===== src/common/csl_pkg.sv =====
// Shared constants for the charger supervisor logic
package csl_pkg;

	////////////////////////////////////////////////////////////////////////
	// Clock and timing
	localparam int unsigned CLK_HZ         = 10_000_000;
	localparam int unsigned INT_PULSE_US   = 256;
	localparam int unsigned INT_PULSE_CYC  = INT_PULSE_US * (CLK_HZ / 1_000_000);
	localparam int unsigned BLANK_US       = 50;
	localparam int unsigned BLANK_CYC      = BLANK_US * (CLK_HZ / 1_000_000);
	localparam int unsigned BLINK_HZ       = 1;
	localparam int unsigned BLINK_HALF_CYC = CLK_HZ / (2 * BLINK_HZ);
	localparam int unsigned HICCUP_MS      = 600;
	localparam int unsigned HICCUP_CYC     = HICCUP_MS * (CLK_HZ / 1000);
	localparam int unsigned SHIP_DELAY_S   = 10;
	localparam int unsigned SHIP_DELAY_CYC = SHIP_DELAY_S * CLK_HZ;
	localparam int unsigned SEC_CYC        = CLK_HZ;

	////////////////////////////////////////////////////////////////////////
	// Timer limits in seconds
	localparam int unsigned SEC_W          = 18;
	localparam logic [17:0] PRE_LIMIT_S    = 18'h00e10;
	localparam logic [17:0] FAST_LIMIT0_S  = 18'h02a30;
	localparam logic [17:0] FAST_LIMIT1_S  = 18'h04650;
	localparam logic [17:0] FAST_LIMIT2_S  = 18'h07080;
	localparam logic [17:0] FAST_LIMIT3_S  = 18'h0a8c0;
	localparam logic [17:0] WDOG_LIMIT_S   = 18'h00028;

	////////////////////////////////////////////////////////////////////////
	// Field codes and reset values
	localparam logic [1:0] CHG_FIELD_OFF    = 2'h0;
	localparam logic [1:0] CHG_FIELD_CHARGE = 2'h1;
	localparam logic [5:0] JEITA_CFG_RST    = 6'h00;
	localparam int unsigned EV_W            = 7;

	typedef enum logic [1:0] {
		CSL_DS_ON    = 2'b00,
		CSL_DS_BLANK = 2'b01,
		CSL_DS_OFF   = 2'b10
	} csl_dschg_t;

	typedef enum logic [1:0] {
		CSL_SH_ON    = 2'b00,
		CSL_SH_DELAY = 2'b01,
		CSL_SH_OFF   = 2'b10
	} csl_ship_t;

	// Fast-charge limit by two-bit select
	function automatic logic [17:0] csl_fast_limit(input logic [1:0] sel);
		case (sel)
			2'h0:    csl_fast_limit = FAST_LIMIT0_S;
			2'h1:    csl_fast_limit = FAST_LIMIT1_S;
			2'h2:    csl_fast_limit = FAST_LIMIT2_S;
			default: csl_fast_limit = FAST_LIMIT3_S;
		endcase
	endfunction

	// Rising-edge mask of a vector
	function automatic logic [6:0] csl_rise(input logic [6:0] cur,
	                                        input logic [6:0] prev);
		csl_rise = cur & ~prev;
	endfunction

endpackage


===== src/common/csl_tmr_if.sv =====
// Link between the supervisor and its safety timer
`timescale 1ns/10ps
interface csl_tmr_if;
	logic       sec_tick;
	logic       restart;
	logic       run;
	logic       half_rate;
	logic       precharge;
	logic       clear_fault;
	logic [1:0] time_sel;
	logic       fault;

	modport ctrl  (output sec_tick, restart, run, half_rate, precharge,
	               clear_fault, time_sel, input fault);
	modport timer (input sec_tick, restart, run, half_rate, precharge,
	               clear_fault, time_sel, output fault);
endinterface


===== src/design/csl_safety_timer.sv =====
// Pre-charge and fast-charge safety timer
`timescale 1ns/10ps
module csl_safety_timer (
	input  wire logic clk_i,
	input  wire logic reset_n_i,
	csl_tmr_if.timer  tmr
);
	import csl_pkg::*;

	logic [SEC_W-1:0] cnt_r;
	logic [SEC_W-1:0] cnt_nxt;
	logic             half_r;
	logic             fault_r;
	wire  [SEC_W-1:0] limit;
	wire              advance;
	wire              hit;

	////////////////////////////////////////////////////////////////////////
	// Limit and advance
	assign limit   = tmr.precharge ? PRE_LIMIT_S
	                               : csl_fast_limit(tmr.time_sel);
	assign advance = tmr.run && tmr.sec_tick
	                 && (!tmr.half_rate || half_r);
	assign cnt_nxt = cnt_r + {{(SEC_W-1){1'b0}}, 1'b1};
	assign hit     = advance && (cnt_nxt >= limit);
	assign tmr.fault = fault_r;

	////////////////////////////////////////////////////////////////////////
	// Counter
	always_ff @(posedge clk_i or negedge reset_n_i) begin
		if (!reset_n_i) begin
			cnt_r  <= '0;
			half_r <= 1'b0;
		end else if (tmr.restart) begin
			cnt_r  <= '0;
			half_r <= 1'b0;
		end else begin
			if (advance && !hit)
				cnt_r <= cnt_nxt;
			if (tmr.run && tmr.sec_tick && tmr.half_rate)
				half_r <= ~half_r;
		end
	end

	////////////////////////////////////////////////////////////////////////
	// Expiry flag, set wins over clear
	always_ff @(posedge clk_i or negedge reset_n_i) begin
		if (!reset_n_i)
			fault_r <= 1'b0;
		else if (hit)
			fault_r <= 1'b1;
		else if (tmr.clear_fault)
			fault_r <= 1'b0;
	end
endmodule


===== src/design/charger_supervisor_logic.sv =====
// Supervisory control logic of a single-cell charger
`timescale 1ns/10ps
module charger_supervisor_logic #(
	parameter int unsigned SEC_CYCLES    = csl_pkg::SEC_CYC,
	parameter int unsigned BLINK_CYCLES  = csl_pkg::BLINK_HALF_CYC,
	parameter int unsigned HICCUP_CYCLES = csl_pkg::HICCUP_CYC,
	parameter int unsigned SHIP_CYCLES   = csl_pkg::SHIP_DELAY_CYC
) (
	input  wire logic       clk_i,
	input  wire logic       reset_n_i,
	input  wire logic       temp_scheme_select_i,
	input  wire logic       board_overtemp_select_i,
	input  wire logic       boost_temp_check_enable_i,
	input  wire logic [5:0] jeita_thresh_cfg_i,
	input  wire logic       float_step_sel_i,
	input  wire logic       cool_current_sel_i,
	input  wire logic       ntc_below_hot_i,
	input  wire logic       ntc_below_warm_i,
	input  wire logic       ntc_above_cool_i,
	input  wire logic       ntc_above_cold_i,
	input  wire logic       ntc_above_float_i,
	input  wire logic       stat_enable_i,
	input  wire logic [1:0] charge_operation_field_i,
	input  wire logic       charge_enable_pin_n_i,
	input  wire logic [1:0] fast_charge_time_select_i,
	input  wire logic       timer_enable_i,
	input  wire logic       slow_timer_enable_i,
	input  wire logic       reference_enable_i,
	input  wire logic       watchdog_enable_i,
	input  wire logic       watchdog_kick_i,
	input  wire logic       battery_switch_off_request_i,
	input  wire logic       ship_delay_sel_i,
	input  wire logic       input_good_i,
	input  wire logic       input_present_i,
	input  wire logic       input_ovp_i,
	input  wire logic       port_det_done_i,
	input  wire logic       charge_done_i,
	input  wire logic       recharge_i,
	input  wire logic       batt_below_precharge_i,
	input  wire logic       cc_phase_i,
	input  wire logic       batt_ovp_i,
	input  wire logic       sys_ovp_i,
	input  wire logic       input_limit_i,
	input  wire logic       input_vreg_i,
	input  wire logic       die_reg_i,
	input  wire logic       die_over_shutdown_i,
	input  wire logic       die_below_recover_i,
	input  wire logic       boost_request_i,
	input  wire logic       boost_fault_i,
	input  wire logic       discharge_mode_i,
	input  wire logic       discharge_over_limit_i,
	input  wire logic       discharge_fast_limit_i,
	output logic            charge_enable_o,
	output logic            float_reduce_o,
	output logic            current_reduce_o,
	output logic [5:0]      jeita_thresh_o,
	output logic            converter_enable_o,
	output logic            battery_switch_on_o,
	output logic            discharge_switch_on_o,
	output logic            boost_enable_o,
	output logic            thermistor_fault_o,
	output logic            thermistor_open_flag_o,
	output logic            timer_fault_o,
	output logic            watchdog_fault_o,
	output logic            watchdog_defaults_o,
	output logic            die_temp_regulating_flag_o,
	output logic            die_shutdown_flag_o,
	output logic            stat_o,
	output logic            stat_oe_o,
	output logic            int_n_o
);
	import csl_pkg::*;

	csl_tmr_if tmr ();

	logic [23:0]      sec_cnt_r;
	logic             sec_tick_r;
	logic [6:0]       ev_prev_r;
	logic [11:0]      int_cnt_r;
	logic [22:0]      blink_cnt_r;
	logic             blink_r;
	logic             shut_r;
	logic [1:0]       field_prev_r;
	logic             ten_prev_r;
	logic             ref_prev_r;
	logic             inp_prev_r;
	logic             cc_prev_r;
	logic             pin_high_seen_r;
	logic             pin_prev_r;
	logic             wen_prev_r;
	logic [SEC_W-1:0] wd_cnt_r;
	logic             wd_fault_r;
	logic             wd_def_r;
	csl_dschg_t       ds_state_r;
	csl_dschg_t       ds_state_nxt;
	logic [22:0]      ds_cnt_r;
	csl_ship_t        sh_state_r;
	csl_ship_t        sh_state_nxt;
	logic [26:0]      sh_cnt_r;
	logic             req_prev_r;

	////////////////////////////////////////////////////////////////////////
	// Temperature qualification
	wire temp_out   = ntc_below_hot_i || ntc_above_cold_i;
	wire batt_mode  = !board_overtemp_select_i;
	wire ntc_fault  = batt_mode && temp_out;
	wire board_hot  = board_overtemp_select_i && ntc_below_hot_i;
	wire four_zone  = batt_mode && temp_scheme_select_i;
	wire warm_zone  = four_zone && !ntc_below_hot_i && ntc_below_warm_i;
	wire cool_zone  = four_zone && ntc_above_cool_i && !ntc_above_cold_i;
	wire open_ntc   = ntc_above_float_i;

	////////////////////////////////////////////////////////////////////////
	// Charge gating
	wire chg_allowed = (charge_operation_field_i == CHG_FIELD_CHARGE)
	                   && !charge_enable_pin_n_i;
	wire suspend     = ntc_fault || open_ntc || batt_ovp_i || sys_ovp_i
	                   || tmr.fault;
	wire power_off   = board_hot || shut_r;
	wire charging    = chg_allowed && !suspend && !power_off && !charge_done_i
	                   && !input_ovp_i && !discharge_mode_i;
	wire boost_temp_bad = boost_temp_check_enable_i && batt_mode && temp_out;

	////////////////////////////////////////////////////////////////////////
	// Safety timer control
	wire field_on  = (field_prev_r == CHG_FIELD_OFF)
	                 && (charge_operation_field_i == CHG_FIELD_CHARGE);
	wire pin_cycle = pin_high_seen_r && pin_prev_r && !charge_enable_pin_n_i;
	wire ref_fall  = ref_prev_r && !reference_enable_i;
	wire inp_rise  = input_present_i && !inp_prev_r;
	wire cc_rise   = cc_phase_i && !cc_prev_r;
	wire ten_rise  = timer_enable_i && !ten_prev_r;
	wire tmr_pause = batt_ovp_i || ntc_fault || open_ntc;

	assign tmr.sec_tick    = sec_tick_r;
	assign tmr.restart     = inp_rise || recharge_i || pin_cycle || field_on
	                         || ten_rise || ref_fall || cc_rise;
	assign tmr.clear_fault = ref_fall || inp_rise;
	assign tmr.run         = chg_allowed && timer_enable_i && !charge_done_i
	                         && !tmr_pause && !boost_request_i;
	assign tmr.half_rate   = slow_timer_enable_i
	                         && (input_limit_i || input_vreg_i || die_reg_i);
	assign tmr.precharge   = batt_below_precharge_i;
	assign tmr.time_sel    = fast_charge_time_select_i;

	csl_safety_timer u_timer (
		.clk_i     (clk_i),
		.reset_n_i (reset_n_i),
		.tmr       (tmr)
	);

	////////////////////////////////////////////////////////////////////////
	// Interrupt events
	wire [6:0] ev_now = {
		input_good_i,
		port_det_done_i,
		!input_present_i,
		charge_done_i,
		open_ntc,
		input_limit_i || input_vreg_i,
		wd_fault_r || boost_fault_i || shut_r || tmr.fault || batt_ovp_i
		|| ntc_fault
	};
	wire int_fire = |csl_rise(ev_now, ev_prev_r);
	wire wd_kick  = watchdog_kick_i || (watchdog_enable_i && !wen_prev_r);
	wire wd_hit   = watchdog_enable_i && sec_tick_r && !wd_fault_r
	                && (wd_cnt_r >= WDOG_LIMIT_S - 18'h00001);

	////////////////////////////////////////////////////////////////////////
	// Second tick, edge history, die shutdown
	always_ff @(posedge clk_i or negedge reset_n_i) begin
		if (!reset_n_i) begin
			sec_cnt_r       <= '0;
			sec_tick_r      <= 1'b0;
			ev_prev_r       <= '0;
			field_prev_r    <= CHG_FIELD_OFF;
			ten_prev_r      <= 1'b0;
			ref_prev_r      <= 1'b0;
			inp_prev_r      <= 1'b0;
			cc_prev_r       <= 1'b0;
			pin_prev_r      <= 1'b1;
			pin_high_seen_r <= 1'b0;
			wen_prev_r      <= 1'b0;
			req_prev_r      <= 1'b0;
		end else begin
			sec_tick_r   <= (sec_cnt_r == 24'(SEC_CYCLES - 1));
			sec_cnt_r    <= (sec_cnt_r == 24'(SEC_CYCLES - 1)) ? '0
			                : sec_cnt_r + 24'h000001;
			ev_prev_r    <= ev_now;
			field_prev_r <= charge_operation_field_i;
			ten_prev_r   <= timer_enable_i;
			ref_prev_r   <= reference_enable_i;
			inp_prev_r   <= input_present_i;
			cc_prev_r    <= cc_phase_i;
			pin_prev_r   <= charge_enable_pin_n_i;
			wen_prev_r   <= watchdog_enable_i;
			req_prev_r   <= battery_switch_off_request_i;
			if (!pin_prev_r && charge_enable_pin_n_i)
				pin_high_seen_r <= 1'b1;
			else if (pin_cycle)
				pin_high_seen_r <= 1'b0;
		end
	end

	always_ff @(posedge clk_i or negedge reset_n_i) begin
		if (!reset_n_i)
			shut_r <= 1'b0;
		else if (die_over_shutdown_i)
			shut_r <= 1'b1;
		else if (die_below_recover_i)
			shut_r <= 1'b0;
	end

	////////////////////////////////////////////////////////////////////////
	// Interrupt pulse, retriggered by a new event
	always_ff @(posedge clk_i or negedge reset_n_i) begin
		if (!reset_n_i)
			int_cnt_r <= '0;
		else if (int_fire)
			int_cnt_r <= 12'(INT_PULSE_CYC);
		else if (int_cnt_r != 12'h000)
			int_cnt_r <= int_cnt_r - 12'h001;
	end

	////////////////////////////////////////////////////////////////////////
	// Indicator blink
	always_ff @(posedge clk_i or negedge reset_n_i) begin
		if (!reset_n_i) begin
			blink_cnt_r <= '0;
			blink_r     <= 1'b0;
		end else if (!(chg_allowed && suspend)) begin
			blink_cnt_r <= '0;
			blink_r     <= 1'b0;
		end else if (blink_cnt_r == 23'(BLINK_CYCLES - 1)) begin
			blink_cnt_r <= '0;
			blink_r     <= ~blink_r;
		end else
			blink_cnt_r <= blink_cnt_r + 23'h000001;
	end

	////////////////////////////////////////////////////////////////////////
	// Watchdog, expiry wins over a kick in the same cycle
	always_ff @(posedge clk_i or negedge reset_n_i) begin
		if (!reset_n_i) begin
			wd_cnt_r   <= '0;
			wd_fault_r <= 1'b0;
			wd_def_r   <= 1'b0;
		end else begin
			wd_def_r <= wd_hit;
			if (wd_hit) begin
				wd_fault_r <= 1'b1;
				wd_cnt_r   <= '0;
			end else if (wd_kick) begin
				wd_fault_r <= 1'b0;
				wd_cnt_r   <= '0;
			end else if (watchdog_enable_i && sec_tick_r && !wd_fault_r)
				wd_cnt_r <= wd_cnt_r + 18'h00001;
		end
	end

	////////////////////////////////////////////////////////////////////////
	// Discharge hiccup
	always_comb begin
		ds_state_nxt = ds_state_r;
		case (ds_state_r)
			CSL_DS_ON: begin
				if (discharge_mode_i && discharge_fast_limit_i)
					ds_state_nxt = CSL_DS_OFF;
				else if (discharge_mode_i && discharge_over_limit_i)
					ds_state_nxt = CSL_DS_BLANK;
			end
			CSL_DS_BLANK: begin
				if (discharge_fast_limit_i)
					ds_state_nxt = CSL_DS_OFF;
				else if (!discharge_over_limit_i || !discharge_mode_i)
					ds_state_nxt = CSL_DS_ON;
				else if (ds_cnt_r == 23'(BLANK_CYC - 1))
					ds_state_nxt = CSL_DS_OFF;
			end
			CSL_DS_OFF: begin
				if (ds_cnt_r == 23'(HICCUP_CYCLES - 1))
					ds_state_nxt = CSL_DS_ON;
			end
			default: ds_state_nxt = CSL_DS_ON;
		endcase
	end

	always_ff @(posedge clk_i or negedge reset_n_i) begin
		if (!reset_n_i) begin
			ds_state_r <= CSL_DS_ON;
			ds_cnt_r   <= '0;
		end else begin
			ds_state_r <= ds_state_nxt;
			ds_cnt_r   <= (ds_state_nxt != ds_state_r) ? '0
			              : ds_cnt_r + 23'h000001;
		end
	end

	////////////////////////////////////////////////////////////////////////
	// Shipping disconnect
	always_comb begin
		sh_state_nxt = sh_state_r;
		case (sh_state_r)
			CSL_SH_ON: begin
				if (battery_switch_off_request_i && !req_prev_r)
					sh_state_nxt = ship_delay_sel_i ? CSL_SH_DELAY
					                                : CSL_SH_OFF;
			end
			CSL_SH_DELAY: begin
				if (!battery_switch_off_request_i)
					sh_state_nxt = CSL_SH_ON;
				else if (sh_cnt_r == 27'(SHIP_CYCLES - 1))
					sh_state_nxt = CSL_SH_OFF;
			end
			CSL_SH_OFF: begin
				if (!battery_switch_off_request_i)
					sh_state_nxt = CSL_SH_ON;
			end
			default: sh_state_nxt = CSL_SH_ON;
		endcase
	end

	always_ff @(posedge clk_i or negedge reset_n_i) begin
		if (!reset_n_i) begin
			sh_state_r <= CSL_SH_ON;
			sh_cnt_r   <= '0;
		end else begin
			sh_state_r <= sh_state_nxt;
			sh_cnt_r   <= (sh_state_nxt != sh_state_r) ? '0
			              : sh_cnt_r + 27'h0000001;
		end
	end

	////////////////////////////////////////////////////////////////////////
	// Outputs
	assign charge_enable_o       = charging;
	assign float_reduce_o        = warm_zone && float_step_sel_i;
	assign current_reduce_o      = cool_zone && cool_current_sel_i;
	assign jeita_thresh_o        = jeita_thresh_cfg_i;
	assign converter_enable_o    = !power_off;
	assign battery_switch_on_o   = !power_off && (sh_state_r != CSL_SH_OFF)
	                               && (ds_state_r != CSL_DS_OFF);
	assign discharge_switch_on_o = (ds_state_r != CSL_DS_OFF);
	assign boost_enable_o        = boost_request_i && !boost_temp_bad
	                               && !power_off;
	assign thermistor_fault_o    = ntc_fault;
	assign thermistor_open_flag_o = open_ntc;
	assign timer_fault_o         = tmr.fault;
	assign watchdog_fault_o      = wd_fault_r;
	assign watchdog_defaults_o   = wd_def_r;
	assign die_temp_regulating_flag_o = die_reg_i;
	assign die_shutdown_flag_o   = shut_r;
	assign stat_o                = 1'b0;
	assign stat_oe_o             = stat_enable_i && (charging
	                               || (chg_allowed && suspend && !input_ovp_i
	                                   && !discharge_mode_i && blink_r));
	assign int_n_o               = (int_cnt_r == 12'h000);
endmodule


===== config.mk =====
export PLATFORM = sky130hd
export DESIGN_NAME = charger_supervisor_logic
export DESIGN_NICKNAME = d
export VERILOG_FILES = /design/src/common/csl_pkg.sv /design/src/common/csl_tmr_if.sv /design/src/design/csl_safety_timer.sv /design/src/design/charger_supervisor_logic.sv
export SDC_FILE = /design/constraint.sdc
export NUM_CORES = 1
export LEC_CHECK = 0
export BUFFER_PORTS_ARGS = -buffer_cell sky130_fd_sc_hd__buf_2
export CAP_MARGIN = 0
export CORE_MARGIN = 2
export CORE_UTILIZATION = 50
export CTS_BUF_LIST = sky130_fd_sc_hd__clkbuf_16
export DETAILED_ROUTE_END_ITERATION = 8
export PLACE_DENSITY = 0.68
export SYNTH_ARGS = -nofsm -noshare
export SYNTH_HDL_FRONTEND = slang
export SYNTH_SLANG_ARGS = --single-unit

===== constraint.sdc =====
create_clock -name clk_i -period 5.16 [get_ports clk_i]
set_clock_uncertainty 0.2 [all_clocks]
set_input_delay 0.774 -clock clk_i [delete_from_list [all_inputs] [get_ports clk_i]]
set_output_delay 0.774 -clock clk_i [all_outputs]
set_load 0.005 [all_outputs]

==> metrics list <==
* Buffers plus inverters on the worst setup path: 0
- Pre-CTS WS: 1.340 ns
- Across the whole layout, storage elements account for 4330 sq um.
- The endpoint identified for the worst register-to-register timing path is u_timer.cnt_r[0].
* Max-capacitance violation count: 0
- At the worst endpoint, the required time is 5.29 ns.
* Startpoint type of the worst setup path: flop
- Setup violations remaining at the end of the flow were counted as 0.
* Post-Synthesis Cell Area: slightly below 9000 sq um
- After detailed routing, the number of remaining DRC violations is 0.
- Area share of the largest cell type after synthesis: 0.4831
* Reg2reg start: u_timer.cnt_r[0]
* Final design instance area without fill: 9946 sq um
- The synthesized design spends more area on one cell type than any other, namely sky130_fd_sc_hd__dfrtp_1.
- Top flip-flop cell by instance count after synthesis: sky130_fd_sc_hd__dfrtp_1
- Min Hold Slack: roughly 0.16 ns
- Number of DRC violations after detailed-routing iteration 0: roughly 400
- Setup repair after global routing left no endpoint under its margin.
- Core area: 17360 sq um
* Max IR drop VDD: roughly 0.21 mV
* Capturing element type of the critical path: flop
- Counting stages on the worst path, the most repeated cell is sky130_fd_sc_hd__ha_1.
- Area growth from synthesis to final layout: 11.63%
* Worst R2R Setup Slack: between 1 and 1.5 ns
* Number of antenna violations at the first check in global routing: 0
- The number of hold buffers added after CTS was 0.
- Once detailed placement completed, the half-perimeter wirelength came to 11730 um.
* Stages on the worst setup path: 12
- Cell-by-cell listing of the critical path: ha_1, nand3_4, nor4_4, and3_1, xor2_1, ha_1, nand4_1, o31a_1, a41o_1, o2111ai_1, or3_1, a21oi_1
- Arrival time of the worst setup path: 4.01 ns
- In this run, synthesis produced a sequential element count of 173.
* Worst Max-Slew Pin Slew: 1.088 ns
* Number of levels the H-tree was split into: 4
- The number of slew-limit violations in the final report came to 0.
* Share of flip-flops with an asynchronous set or reset after synthesis: 1.000
- Entering global routing, the biggest net connects 93 pins.
- During placement, the flow inserted port buffers numbering 60.
- The routed layout has between 6000 and 7000 vias.
* Routed length per instance: 13.99 um
- Counting cells, the worst reg-to-reg path comes to 12.
- Row Count: 48
- For this run, the register share of the synthesized area comes to 0.4860.
* Average via count per standard cell: roughly 5.4
- Initial core utilization: 0.5133
* Worst Path Max Fanout: 15
- Dividing total power by cell area gives a power density of approximately 300 nW/um^2.
- Post-CTS Setup Repair Bufs: 0
* Nets@finish: ~1100
- Crit Path Class: reg -> reg
* Area of placed instances: 9388 sq um
* Count of flip-flops with a built-in enable after synthesis: 0
* DIE WIDTH: 137.5 um
- Most used standard cells in the synthesized netlist: sky130_fd_sc_hd__dfrtp_1, sky130_fd_sc_hd__nor2_1, sky130_fd_sc_hd__nand3_1
- Among cell families on the critical path, the largest total delay comes from simple AND/OR/NAND/NOR gates.
* Aggregate global-route resource usage: 0.1915
- Post-layout worst setup margin: 1.284 ns
- Summed over all layers, the routed wires come to 17190 um.
- Post-Syn Nets: 1009
- Final-report hold violation count: 0
* Synthesized instance count: 933
- Clock tree sinks: 173
- Crit share post-route: 0.7511
- The count of nets left with antenna violations once routing finished came out at 0.
- Die outline height: 137.5 um
- The routed design could run at a clock period as short as 3.876 ns.
- Number of global-route vias before repair: 6323
- Final GP Congestion: between 0.8 and 0.9
- The cell sitting at the root of the clock tree is a sky130_fd_sc_hd__clkbuf_16.
- Summing all multi-input logic gate instances after layout gives between 4000 and 5000 sq um.
- sky130_fd_sc_hd__dfrtp_1 is the most common cell in the netlist.
- Max-slew headroom: 0.2693
* CTS Buf Count: 17
- CTS clk-pin slew, worst paths: 0.06 ns
* Insertion delay of the later-clocked pin in the worst-skew pair: 0.43 ns
* Number of I/O pins: 74
- Total inserted antenna cells: 0
* Crit path max-delay cell type: sky130_fd_sc_hd__dfrtp_1
* Number of filler instances in the final layout: 1552
- Result of the run: complete, no violations
- For this run, the top clock speed supported by timing is ~260 MHz.
* Clock Path Buffers: 2
- In this run the mean area of a mapped cell was around 9.5 sq um.
- Hold/Removal Path Class: in -> async
* Top area cells in the synthesized netlist: sky130_fd_sc_hd__dfrtp_1, sky130_fd_sc_hd__nor2_1, sky130_fd_sc_hd__xor2_1
- Wire length of the first global-routing pass: roughly 29000 um
- The die covers 18900 sq um.
* Post-CTS sizing: 0
- First-pass detailed-route iteration total: 5
- Yosys printed 0 warnings.
- Count of unique library cells instantiated by Yosys: 65
- The critical path starts at u_timer.cnt_r[0].
- Summed over all cells, the static leakage comes to between 4 and 5 nW.
- Summed over all layers, the global routing overflow is 0.
* Layout cell share with drive strength beyond 1: 0.1057
- In this run the worst setup path terminates at u_timer.cnt_r[0].
- In the final timing run, aggregate negative setup slack is 0 ns.
* Max stage delay on crit path: 0.46 ns
- TritonCTS built the clock tree.
flip-flops by register name, indices dropped and copies added, names as in the netlist, 2 cells and up:
signal and flops:
wd_cnt_r 18, ev_prev_r 7, int_cnt_r 12, sec_cnt_r 24, sh_state_r 2, field_prev_r 2
ds_cnt_r 23, u_timer.cnt_r 18, ds_state_r 2, sh_cnt_r 27, blink_cnt_r 23
report_power, final:
group          internal (W)  total, W  switching (W)  leakage (nW)
registers           0.00141   0.00146      0.0000541          2.33
logic              0.000109  0.000266       0.000157          1.82
clock network      0.000702   0.00122       0.000521         0.289
routing by layer:
layer / up-vias / global-route usage / wire, um
li1: 3342 / - / -
met1: 3212 / 0.2647 / 8491
met2: 113 / 0.3040 / 7966
met3: 11 / 0.03311 / 593
met4: 0 / 0.06987 / 133
met5: - / 0 / 0
layout by cell type (no fill, tap or decap), types with 22 or more instances in the layout:
cell type                 count
sky130_fd_sc_hd__a21oi_1     30
sky130_fd_sc_hd__and3_1      23
sky130_fd_sc_hd__buf_2       59
sky130_fd_sc_hd__dfrtp_1    172
sky130_fd_sc_hd__ha_1        25
sky130_fd_sc_hd__inv_1       34
sky130_fd_sc_hd__nand2_1     54
sky130_fd_sc_hd__nand3_1     63
sky130_fd_sc_hd__nand4_1     27
sky130_fd_sc_hd__nor2_1     166
sky130_fd_sc_hd__nor3_1      24
sky130_fd_sc_hd__o21ai_0     22
sky130_fd_sc_hd__xnor2_1     55
sky130_fd_sc_hd__xor2_1      60
through the flow:
stage,std cells,power (W),util
finish,1228,0.002952,0.5730
global route,1228,0.003081,0.5730
CTS,1228,0.002982,0.5730
detailed placement,1196,0.001758,0.5409
global placement,1196,0.001756,0.5409
floorplan,933,0.001653,-
worst register-to-register path: cells and delay by family, from the launching register on:
family / cells / cell delay [ns]
AO/OA/AOI/OAI: 4 / 1.07
flip-flops: 1 / 0.46
AND/OR/NAND/NOR: 5 / 1.36
adder cells (fa/ha/maj): 2 / 0.56
XOR/XNOR: 1 / 0.16
worst min path at each step:
stage	start	end	slack, ns	cells past startpoint
detailed placement	sec_cnt_r[0]	sec_cnt_r[0]	0.24	1
global route	reset_n_i	u_timer.cnt_r[14]	0.25	1
floorplan	sec_cnt_r[0]	sec_cnt_r[0]	0.23	1
finish	reset_n_i	u_timer.cnt_r[14]	0.16	1
CTS	reset_n_i	u_timer.cnt_r[14]	0.22	1
global placement	sec_cnt_r[0]	sec_cnt_r[0]	0.25	1
cell type report:
| class | instances | area share |
|---|---|---|
| Clock buffer | 17 | 0.04277 |
| Tap cell | 225 | 0.02831 |
| Sequential cell | 173 | 0.4354 |
| Inverter | 30 | 0.01132 |
| Timing Repair Buffer | 64 | 0.03510 |
| Clock inverter | 15 | 0.01333 |
| Multi-Input combinational cell | 704 | 0.4338 |
cells by family (layout without fill, tap and decap cells):
logic type | Yosys count | after routing | synth area share
other | 1 | 1 | 0.0004209
muxes | 1 | 1 | 0.001123
and+or+nand+nor | 467 | 467 | 0.2661
AOI/OAI and AO/OA | 95 | 95 | 0.06839
adders and majority gates | 25 | 25 | 0.03511
buffers and inverters | 56 | 126 | 0.02977
xor gates and xnor gates | 115 | 115 | 0.1130
DFF | 173 | 173 | 0.4860
Note: power is estimated with default switching activity, not from simulation.
